<file path="config.mk">
export PLATFORM = sky130hd
export DESIGN_NAME = dfrs_rx_status
export DESIGN_NICKNAME = d
export VERILOG_FILES = /design/src/hw/dfrs_pkg.sv /design/src/hw/dfrs_rx_status.sv /design/src/hw/dfrs_word_framer.sv
export SDC_FILE = /design/constraint.sdc
export NUM_CORES = 1
export LEC_CHECK = 0
export BUFFER_PORTS_ARGS = -buffer_cell sky130_fd_sc_hd__clkbuf_2
export CORE_MARGIN = 3
export CORE_UTILIZATION = 47
export DETAILED_ROUTE_END_ITERATION = 8
export HOLD_SLACK_MARGIN = 0.08
export PLACE_DENSITY = 0.76
export SETUP_SLACK_MARGIN = 0.15
export SYNTH_ARGS = -nofsm -noshare
export SYNTH_HDL_FRONTEND = slang
export SYNTH_SLANG_ARGS = --single-unit
</file>
<file path="constraint.sdc">
create_clock -name pclk -period 1.89 [get_ports pclk]
set_clock_uncertainty 0.15 [all_clocks]
set_input_delay 0.2835 -clock pclk [delete_from_list [all_inputs] [get_ports pclk]]
set_output_delay 0.2835 -clock pclk [all_outputs]
set_load 0.02 [all_outputs]
</file>
<file path="src/hw/dfrs_pkg.sv">
// constants for the ds3 far-end alarm receive status block
package dfrs_pkg;

    // =====================================================
    // apb register map
    localparam int unsigned APB_ADDR_W = 12;
    localparam int unsigned APB_DATA_W = 32;
    localparam int unsigned REG_IDX_W = 10;
    // printed offsets are word indexes; byte address is four times
    localparam logic [REG_IDX_W-1:0] RX_CODE_STATUS_IDX = 10'h01d;
    localparam logic [REG_IDX_W-1:0] INT_STATUS_IDX = 10'h020;
    localparam logic [REG_IDX_W-1:0] INT_MASK_IDX = 10'h021;

    // =====================================================
    // receive code status fields
    localparam int unsigned IDLE_BIT = 7;
    localparam int unsigned NEW_BIT = 6;
    localparam int unsigned FIELD_W = 6;
    localparam int unsigned STATUS_W = 8;
    localparam logic IDLE_RST = 1'b1;
    localparam logic NEW_RST = 1'b0;
    localparam logic [FIELD_W-1:0] FIELD_RST = 6'h00;

    // =====================================================
    // interrupt status and mask layout
    localparam int unsigned INT_W = 3;
    localparam int unsigned INT_NEW_BIT = 0;
    localparam int unsigned INT_IDLE_ON_BIT = 1;
    localparam int unsigned INT_IDLE_OFF_BIT = 2;
    localparam logic [INT_W-1:0] INT_STATUS_RST = 3'h0;
    localparam logic [INT_W-1:0] INT_MASK_RST = 3'h0;

    // =====================================================
    // code word framing
    localparam int unsigned WORD_W = 16;
    localparam logic [7:0] WORD_ONES = 8'hff;
    localparam int unsigned RUN_W = 5;
    localparam logic [RUN_W-1:0] IDLE_RUN_LEN = 5'h10;
    localparam int unsigned REPEAT_W = 3;
    localparam logic [REPEAT_W-1:0] LEGACY_REPEAT = 3'h5;

endpackage

</file>
<file path="src/hw/dfrs_rx_status.sv">
// receive code word status register with apb access and interrupt
//
// The APB slave port was chosen for this implementation.
`timescale 1ns/1ps
`default_nettype none

module dfrs_rx_status
    import dfrs_pkg::*;
(
    input wire logic pclk,
    input wire logic presetn,
    input wire logic psel,
    input wire logic penable,
    input wire logic pwrite,
    input wire logic [APB_ADDR_W-1:0] paddr,
    input wire logic [APB_DATA_W-1:0] pwdata,
    output logic [APB_DATA_W-1:0] prdata,
    output logic pready,
    output logic pslverr,
    input wire logic c3_clk,
    input wire logic c3_data,
    input wire logic legacy_sel,
    output logic irq
);

    // =====================================================
    // shared decode
    function automatic logic reg_hit(input logic [APB_ADDR_W-1:0] addr,
                                     input logic [REG_IDX_W-1:0] idx);
        reg_hit = (addr == {idx, 2'b00});
    endfunction

    // sticky bits: a set in the clearing cycle wins
    function automatic logic [INT_W-1:0] sticky_next(input logic [INT_W-1:0] held,
                                                     input logic [INT_W-1:0] clr,
                                                     input logic [INT_W-1:0] set_bits);
        sticky_next = (held & ~clr) | set_bits;
    endfunction

    // =====================================================
    // pin synchronisers
    logic [1:0] clk_sync;
    logic [1:0] data_sync;
    logic [1:0] legacy_sync;
    logic clk_prev;
    logic bit_valid;

    // bit clock and data share one delay, so each bit meets its own edge
    always_ff @(posedge pclk or negedge presetn) begin
        if (!presetn) begin
            clk_sync <= 2'b00;
        end else begin
            clk_sync <= {clk_sync[0], c3_clk};
        end
    end

    always_ff @(posedge pclk or negedge presetn) begin
        if (!presetn) begin
            data_sync <= 2'b00;
        end else begin
            data_sync <= {data_sync[0], c3_data};
        end
    end

    always_ff @(posedge pclk or negedge presetn) begin
        if (!presetn) begin
            legacy_sync <= 2'b00;
        end else begin
            legacy_sync <= {legacy_sync[0], legacy_sel};
        end
    end

    always_ff @(posedge pclk or negedge presetn) begin
        if (!presetn) begin
            clk_prev <= 1'b0;
        end else begin
            clk_prev <= clk_sync[1];
        end
    end

    // rising edge of the line bit clock carries one c3 bit
    assign bit_valid = clk_sync[1] && !clk_prev;

    // =====================================================
    // word framing
    logic word_found;
    logic [FIELD_W-1:0] word_field;
    logic idle_run_seen;

    dfrs_word_framer u_framer (
        .pclk(pclk),
        .presetn(presetn),
        .bit_valid(bit_valid),
        .bit_value(data_sync[1]),
        .word_found(word_found),
        .word_field(word_field),
        .idle_run_seen(idle_run_seen)
    );

    // =====================================================
    // message validation
    logic [FIELD_W-1:0] last_field;
    logic have_last;
    logic [REPEAT_W-1:0] repeat_cnt;
    logic [REPEAT_W-1:0] next_repeat_cnt;
    logic same_word;
    logic accept;

    assign same_word = have_last && (word_field == last_field);

    always_comb begin
        if (!same_word) begin
            next_repeat_cnt = 3'h1;
        end else if (repeat_cnt == LEGACY_REPEAT) begin
            next_repeat_cnt = repeat_cnt;
        end else begin
            next_repeat_cnt = repeat_cnt + 3'h1;
        end
    end

    always_comb begin
        if (!word_found) begin
            accept = 1'b0;
        end else if (legacy_sync[1]) begin
            // saturated count lets every further identical word re-set new
            accept = (next_repeat_cnt == LEGACY_REPEAT);
        end else begin
            accept = !same_word;
        end
    end

    always_ff @(posedge pclk or negedge presetn) begin
        if (!presetn) begin
            last_field <= FIELD_RST;
            have_last <= 1'b0;
        end else if (word_found) begin
            last_field <= word_field;
            have_last <= 1'b1;
        end else if (idle_run_seen) begin
            // an idle channel forgets the previous word
            have_last <= 1'b0;
        end
    end

    always_ff @(posedge pclk or negedge presetn) begin
        if (!presetn) begin
            repeat_cnt <= '0;
        end else if (word_found) begin
            repeat_cnt <= next_repeat_cnt;
        end else if (idle_run_seen) begin
            repeat_cnt <= '0;
        end
    end

    // =====================================================
    // apb phase decode
    logic setup_rd;
    logic access_wr;
    logic hit_code;
    logic hit_int_status;
    logic hit_int_mask;
    logic read_clear;

    assign setup_rd = psel && !penable && !pwrite;
    assign access_wr = psel && penable && pwrite;
    assign hit_code = reg_hit(paddr, RX_CODE_STATUS_IDX);
    assign hit_int_status = reg_hit(paddr, INT_STATUS_IDX);
    assign hit_int_mask = reg_hit(paddr, INT_MASK_IDX);
    // read side effect is taken at the setup edge, with the data capture
    assign read_clear = setup_rd && hit_code;

    // =====================================================
    // receive code status register
    logic idle_flag;
    logic new_flag;
    logic [FIELD_W-1:0] rx_field;

    always_ff @(posedge pclk or negedge presetn) begin
        if (!presetn) begin
            idle_flag <= IDLE_RST;
        end else if (word_found) begin
            idle_flag <= 1'b0;
        end else if (idle_run_seen) begin
            idle_flag <= 1'b1;
        end
        // reads never reach this flag
    end

    always_ff @(posedge pclk or negedge presetn) begin
        if (!presetn) begin
            new_flag <= NEW_RST;
        end else if (accept) begin
            new_flag <= 1'b1;
        end else if (read_clear) begin
            new_flag <= 1'b0;
        end
    end

    always_ff @(posedge pclk or negedge presetn) begin
        if (!presetn) begin
            rx_field <= FIELD_RST;
        end else if (accept) begin
            rx_field <= word_field;
        end
    end

    // =====================================================
    // interrupt status, mask and output
    logic [INT_W-1:0] int_status;
    logic [INT_W-1:0] int_mask;
    logic [INT_W-1:0] int_event;
    logic [INT_W-1:0] int_w1c;
    logic [INT_W-1:0] next_int_status;

    always_comb begin
        int_event = '0;
        int_event[INT_NEW_BIT] = accept;
        int_event[INT_IDLE_ON_BIT] = idle_run_seen && !idle_flag && !word_found;
        int_event[INT_IDLE_OFF_BIT] = word_found && idle_flag;
    end

    assign int_w1c = (access_wr && hit_int_status) ? pwdata[INT_W-1:0] : '0;
    assign next_int_status = sticky_next(int_status, int_w1c, int_event);

    always_ff @(posedge pclk or negedge presetn) begin
        if (!presetn) begin
            int_status <= INT_STATUS_RST;
        end else begin
            // an event in the clearing cycle is kept
            int_status <= next_int_status;
        end
    end

    always_ff @(posedge pclk or negedge presetn) begin
        if (!presetn) begin
            int_mask <= INT_MASK_RST;
        end else if (access_wr && hit_int_mask) begin
            int_mask <= pwdata[INT_W-1:0];
        end
    end

    always_ff @(posedge pclk or negedge presetn) begin
        if (!presetn) begin
            irq <= 1'b0;
        end else begin
            // follows the next status value, so it settles with the status bits
            irq <= |(next_int_status & int_mask);
        end
    end

    // =====================================================
    // apb read data and error, captured in the setup cycle
    logic [APB_DATA_W-1:0] next_prdata;
    logic mapped;

    assign mapped = hit_code || hit_int_status || hit_int_mask;

    always_comb begin
        next_prdata = '0;
        if (hit_code) begin
            // idle/new pairs: 1/0 idle and quiet, x/1 new word
            next_prdata[IDLE_BIT] = idle_flag;
            next_prdata[NEW_BIT] = new_flag;
            next_prdata[FIELD_W-1:0] = rx_field;
        end else if (hit_int_status) begin
            next_prdata[INT_W-1:0] = int_status;
        end else if (hit_int_mask) begin
            next_prdata[INT_W-1:0] = int_mask;
        end
    end

    always_ff @(posedge pclk or negedge presetn) begin
        if (!presetn) begin
            prdata <= '0;
        end else if (setup_rd) begin
            prdata <= next_prdata;
        end
    end

    always_ff @(posedge pclk or negedge presetn) begin
        if (!presetn) begin
            pslverr <= 1'b0;
        end else if (psel && !penable) begin
            pslverr <= !mapped;
        end else if (!psel) begin
            pslverr <= 1'b0;
        end
    end

    // every access completes in its first access cycle
    assign pready = 1'b1;

endmodule

`default_nettype wire

</file>
<file path="src/hw/dfrs_word_framer.sv">
// finds 16-bit code words and all-ones runs in the c3 bit stream
`timescale 1ns/1ps
`default_nettype none

module dfrs_word_framer
    import dfrs_pkg::*;
(
    input wire logic pclk,
    input wire logic presetn,
    input wire logic bit_valid,
    input wire logic bit_value,
    output logic word_found,
    output logic [FIELD_W-1:0] word_field,
    output logic idle_run_seen
);

    logic [WORD_W-1:0] shift;
    logic [WORD_W-1:0] next_shift;
    logic [RUN_W-1:0] ones_run;
    logic match;

    // =====================================================
    // oldest bit sits in the top position
    assign next_shift = {shift[WORD_W-2:0], bit_value};
    assign match = (next_shift[15] == 1'b0) && (next_shift[8] == 1'b0)
        && (next_shift[7:0] == WORD_ONES);

    always_ff @(posedge pclk or negedge presetn) begin
        if (!presetn) begin
            shift <= {WORD_W{1'b1}};
        end else if (bit_valid) begin
            shift <= next_shift;
        end
    end

    // =====================================================
    // first received variable bit lands in field bit 0
    always_ff @(posedge pclk or negedge presetn) begin
        if (!presetn) begin
            word_found <= 1'b0;
            word_field <= FIELD_RST;
        end else begin
            word_found <= bit_valid && match;
            if (bit_valid && match) begin
                word_field <= {next_shift[9], next_shift[10], next_shift[11],
                    next_shift[12], next_shift[13], next_shift[14]};
            end
        end
    end

    // =====================================================
    // idle channel: a full word time of ones
    always_ff @(posedge pclk or negedge presetn) begin
        if (!presetn) begin
            ones_run <= '0;
            idle_run_seen <= 1'b0;
        end else begin
            idle_run_seen <= 1'b0;
            if (bit_valid) begin
                if (!bit_value) begin
                    ones_run <= '0;
                end else if (ones_run != IDLE_RUN_LEN) begin
                    ones_run <= ones_run + 5'h01;
                    idle_run_seen <= (ones_run == IDLE_RUN_LEN - 5'h01);
                end
            end
        end
    end

endmodule

`default_nettype wire

</file>
==> Yosys cells after proc, flatten, opt, wreduce, memory -nomap -nowiden <==
Index checks and enable logic that the tools add are counted.
{ "totals": {"register_bits": 69, "inputBits": 52, "output_inout_bits": 35} }
{ "classes": {"addsub": 2, "n_eq_ne": 11, "muxes": 24, "bitwise_logic": 6, "n_reduce_logical": 28} }
{ "ops": {"columns": ["operator", "n"], "rows": [
  ["$eq A12 B8 Y1 const B", 2],
  ["$mux W3", 8],
  ["$logic_and A1 B1 Y1", 15],
  ["$mux W5", 3],
  ["$mux W1", 13],
  ["$eq A12 B7 Y1 const B", 1],
  ["$eq A8 B8 Y1 const B", 1],
  ["$logic_not A1 Y1", 7],
  ["$and A3 B3 Y3", 2],
  ["$eq A3 B3 Y1 const B", 2],
  ["$eq A6 B6 Y1", 1],
  ["$add A5 B1 Y5 const B", 1],
  ["$eq A5 B4 Y1 const B", 1],
  ["$ne A5 B5 Y1 const B", 1],
  ["$ne A2 B1 Y1 const B", 2],
  ["$reduce_bool A2 Y1", 2],
  ["$add A3 B1 Y3 const B", 1],
  ["$not A3 Y3", 1],
  ["$or A3 B3 Y3", 1],
  ["$reduce_or A3 Y1", 1],
  ["$logic_or A1 B1 Y1", 2],
  ["$not A1 Y1", 2],
  ["$reduce_and A2 Y1", 1]
]} }

==> Longest topological paths before layout <==
{ "logic_depth": {"word_depth": 9, "depth_mapped": 7} }

==> Hierarchy <==
Synthesis repeated with hierarchy kept, for this count alone.
{ "unflattened": {"hier_cells": 266, "area_unflattened_um2": 3219.3} }
{ "modules_own_cells": {"columns": ["module", "instances", "cells_per_inst", "area_each_um2", "seq_area_each_um2"], "rows": [
  ["dfrs_rx_status", 1, 188, 2042.0, 1027.2],
  ["dfrs_word_framer", 1, 78, 1177.4, 719.4]
]} }

==> Least setup slack after synthesis <==
OpenSTA, ideal clock, no wires.
{ "synth_path": {"kind": "register to register", "from": "register repeat_cnt[0]", "to": "register rx_field[0]", "setup_time_ps": 125, "t_arrival_ps": 1796, "slack_ps": -181, "path_stages_with_launch": 7, "synth_period_minus_slack_ps": 2071, "path_cell_list": "dfrtp_1 > ha_1 > nand2_1 > nand3b_1 > a2111oi_4 > mux2_4 > mux2_2"} }
{ "synth_via": {"elab_chain_len": 6, "word_cells_on_any_way": 7} }
{ "synth_lines": {"columns": ["element", "line_no", "source"], "rows": [
  ["start, declared", "dfrs_rx_status.sv:104", "logic [REPEAT_W-1:0] repeat_cnt;"],
  ["start signal, assigned", "dfrs_rx_status.sv:149", "repeat_cnt <= next_repeat_cnt;"],
  ["$add A3 B1 Y3 or $eq A3 B3 Y1 (tied branches)", "dfrs_rx_status.sv:117, dfrs_rx_status.sv:114", null],
  ["$mux W3 *", "dfrs_rx_status.sv:114", "end else if (repeat_cnt == LEGACY_REPEAT) begin"],
  ["$mux W3 *", "dfrs_rx_status.sv:112", "if (!same_word) begin"],
  ["$eq A3 B3 Y1 *", "dfrs_rx_status.sv:126", "accept = (next_repeat_cnt == LEGACY_REPEAT);"],
  ["$mux W1 *", "dfrs_rx_status.sv:124", "end else if (legacy_sync[1]) begin"],
  ["$mux W1 *", "dfrs_rx_status.sv:122", "if (!word_found) begin"],
  ["end signal, assigned", "dfrs_rx_status.sv:203", "rx_field <= word_field;"],
  ["end, declared", "dfrs_rx_status.sv:176", "logic [FIELD_W-1:0] rx_field;"]
]} }
Every way passes the cells marked *; elsewhere a longest branch is shown, timed or not.
A chain may end at the register's enable or synchronous reset.

==> Worst setup path in the final report <==
{ "layout_path": {"from": "register repeat_cnt[1]", "to": "register rx_field[0]"} }
The elaborated chain is that of the path after synthesis.

==> impl_metrics.yaml <==
status:
  status: "finished with violations"
  violations: "setup timing"
job:
  drv_cap: 0
setup_path:
  worstSetupStartpointType: "register"
  cp_slowest_cell: "a2111oi_4"
  crit_family: "multiplexers"
  crit_top_cell: "mux2_4"
  crit_chain: "inv_2 -> ha_4 -> nand4_1 -> a2111oi_4 -> mux2_4 -> mux2_4"
  crit_path_max_incr_delay_ns: 0.41
  critical_path.max_fanout: 6
  critPathArrivalTime_ns: 2.11
  critical_path_required_ns: 1.97
  crit_type: "register to register"
  cp_num_buf_inv: 1
  cp-end-kind: "register"
timing:
  hold_slack_ns: 0.104
  final-setup-viol-count: 7
  final-max-slew-violation-count: 0
  fmax_mhz: 492
  slew_headroom: 0.583
  period_share: 1.08
  setup_slack_ns: -0.142
  hold_viol: 0
  period_minus_slack_ns: 2.03
  worst_slew_pin_slew_ns: 0.626
  rsz0062_at_grt: "true"
clock_tree:
  clkLatencyLatePin_ns: 0.34
  tritoncts: "built"
  cts_sinks: 69
  clockRootBuffer: "clkbuf_8"
  clk_pin_slew_worst_paths_ns: 0.07
  cts_max_level: 3
  clk_path_buf_depth: 2
  cts_buffers: 9
power_and_ir_drop:
  power.leakage_nw: 1.93
  p_total_mw: 3.52
  peakVddDrop_mv: 0.668
  power_density_nw_per_um2: 888
route:
  drt_first_pass_iters: 4
  drc: 0
  routed_wl_mm: 5.81
  drtAntennaViolNets: 0
  routed_via_density: 5.06
  routedWlPerCell_um: 13.7
  vias: 2141
  drt_iter0_markers: 95
yosys:
  synth_cells: 271
  ys_types: 47
  async_reset_ff_frac: 1.00
  ys_seq_elements: 69
  seq_area_frac_synth: 0.545
  synth_edf_count: 0
  yosysWarnings: 0
  ys.flop_type: "dfrtp_1"
  syn-cell-area_um2: 3210
  postSynthAreaPerCell_um2: 11.8
floorplanning:
  io_pins: 87
  start_util: 0.494
  die_h_um: 88.6
  num_rows: 29
  core_um2: 6490
  dieArea_um2: 7850
  die_x_um: 88.6
finish:
  area_delta_synth_final_pct: 23.5
  layout-drive-gt1-share: 0.410
  final_common_cell: "dfrtp_1"
  final_cell_mix: "52 x dfrtp_1, 32 x clkbuf_2, 25 x nand2_1, 25 x conb_1"
  antennaDiodeCount: 0
  nets: 398
place:
  place_congestion: 0.742
  portBuffers: 32
  hpwl_mm: 4.18
global_routing:
  grt_pass1_vias: 2085
  grt_max_degree: 23
  grt_pass1_wl_mm: 9.45
  grt_usage: 0.159
  grt-ovfl-total: 0
  antenna_found_initial: 0
worst_hold_path:
  hp-class: "input port to register"
[area by class of cell]
type / count / area [µm²]
fillers: 513 / 2530
flip-flops and latches: 69 / 1750
multi-input cells: 184 / 1390
repair buffers: 68 / 487
clock buffers: 11 / 151
well taps: 77 / 96.3
clock inverters: 5 / 58.8
inverters: 9 / 33.8
[worst register-to-register path, cell delays in order (launching register included)]
cell       delay (ns)
dfrtp_1          0.39
inv_2            0.08
ha_4             0.15
nand4_1          0.13
a2111oi_4        0.41
mux2_4           0.29
mux2_4           0.31
[cell usage after synthesis (2+ instances only)]
| cell | instances | share of area |
|---|---|---|
| ha_1 | 5 | 0.020 |
| dfstp_2 | 16 | 0.13 |
| buf_4 | 25 | 0.059 |
| clkbuf_1 | 4 | 0.0047 |
| nor2_1 | 15 | 0.018 |
| nor4_1 | 3 | 0.0059 |
| a222oi_1 | 2 | 0.0062 |
| mux2_2 | 34 | 0.12 |
| nand2_1 | 27 | 0.032 |
| and3_1 | 4 | 0.0078 |
| xnor2_1 | 3 | 0.0082 |
| nand3_1 | 9 | 0.014 |
| nor2b_1 | 2 | 0.0039 |
| and2_1 | 2 | 0.0039 |
| nor4_4 | 2 | 0.013 |
| nor3_1 | 2 | 0.0031 |
| a32o_1 | 2 | 0.0062 |
| dfrtp_1 | 53 | 0.41 |
| a21oi_1 | 7 | 0.011 |
| and4_1 | 3 | 0.0082 |
| inv_1 | 9 | 0.011 |
| o21ai_0 | 5 | 0.0078 |
| a31oi_1 | 3 | 0.0059 |
| nand4_1 | 4 | 0.0078 |
| buf_2 | 2 | 0.0031 |
| xor2_1 | 4 | 0.011 |
| a21o_1 | 3 | 0.0070 |
| conb_1 | 2 | 0.0023 |
[through the flow]
| stage | TNS [ns] | setup WS, ns | instances | cell area, µm² | utilization |
|---|---|---|---|---|---|
| 3_5_place_dp | -0.684 | -0.126 | 393 | 3560 | 0.548 |
| 6_report | -0.803 | -0.142 | 423 | 3960 | 0.610 |
| 5_1_grt | -1.70 | -0.249 | 423 | 3960 | 0.610 |
| 3_3_place_gp | -0.472 | -0.0929 | 393 | 3560 | 0.548 |
| 2_1_floorplan | -0.219 | -0.0437 | 294 | 3330 | - |
| 4_1_cts | -0.753 | -0.147 | 420 | 3880 | 0.597 |
[timing repair]
item                                   in CTS  in global routing
pin swaps                                   1                  2
setup endpoints to repair                  15                 18
endpoints found under the hold margin      20                  0
hold buffers                                8                  0
gates resized for setup                     3                 14
buffers inserted                            3                  3
[final timing paths]
kind,end,cells after the start,startpoint,slack (ns)
worst max-delay path,rx_field[0],6,repeat_cnt[1],-0.14
worst min-delay path,pslverr,3,penable,0.10
worst max register to register,rx_field[0],6,repeat_cnt[1],-0.14
worst min register to register,legacy_sync[1],0,legacy_sync[0],0.20
max in group asynchronous,u_framer.shift[9],3,presetn,0.63
min in group asynchronous,last_field[0],2,presetn,0.34
[cells by family after synthesis]
family | synth area share
fa+ha+maj | 0.0195
mux | 0.131
flops | 0.545
compound gates | 0.0737
simple gates | 0.132
other cells | 0.00234
xor+xnor | 0.0191
buf+inv | 0.0780
[flip-flops by register name (all words and copies together) (netlist names)]
name	count
irq	1
u_framer.idle_run_seen	1
clk_prev	1
int_mask	3
u_framer.word_found	1
int_status	3
idle_flag	1
legacy_sync	2
rx_field	6
data_sync	2
new_flag	1
u_framer.shift	15
u_framer.ones_run	5
u_framer.word_field	6
prdata	8
repeat_cnt	3
last_field	6
pslverr	1
clk_sync	2
have_last	1
[metal layers]
layer,GRT usage,vias up,share of wire
met3,0.0652,8,0.041
met2,0.271,56,0.52
met5,0,-,0
met1,0.178,1040,0.43
met4,0.0632,0,0.014
li1,-,1037,-
[power breakdown]
part           leakage, nW  switching [mW]  internal [mW]
Clock                0.102           0.534          0.680
Sequential           0.867           0.136           1.74
Combinational        0.965           0.218          0.207
Total                 1.93           0.888           2.63
Power figures use the tool's default switching activity.
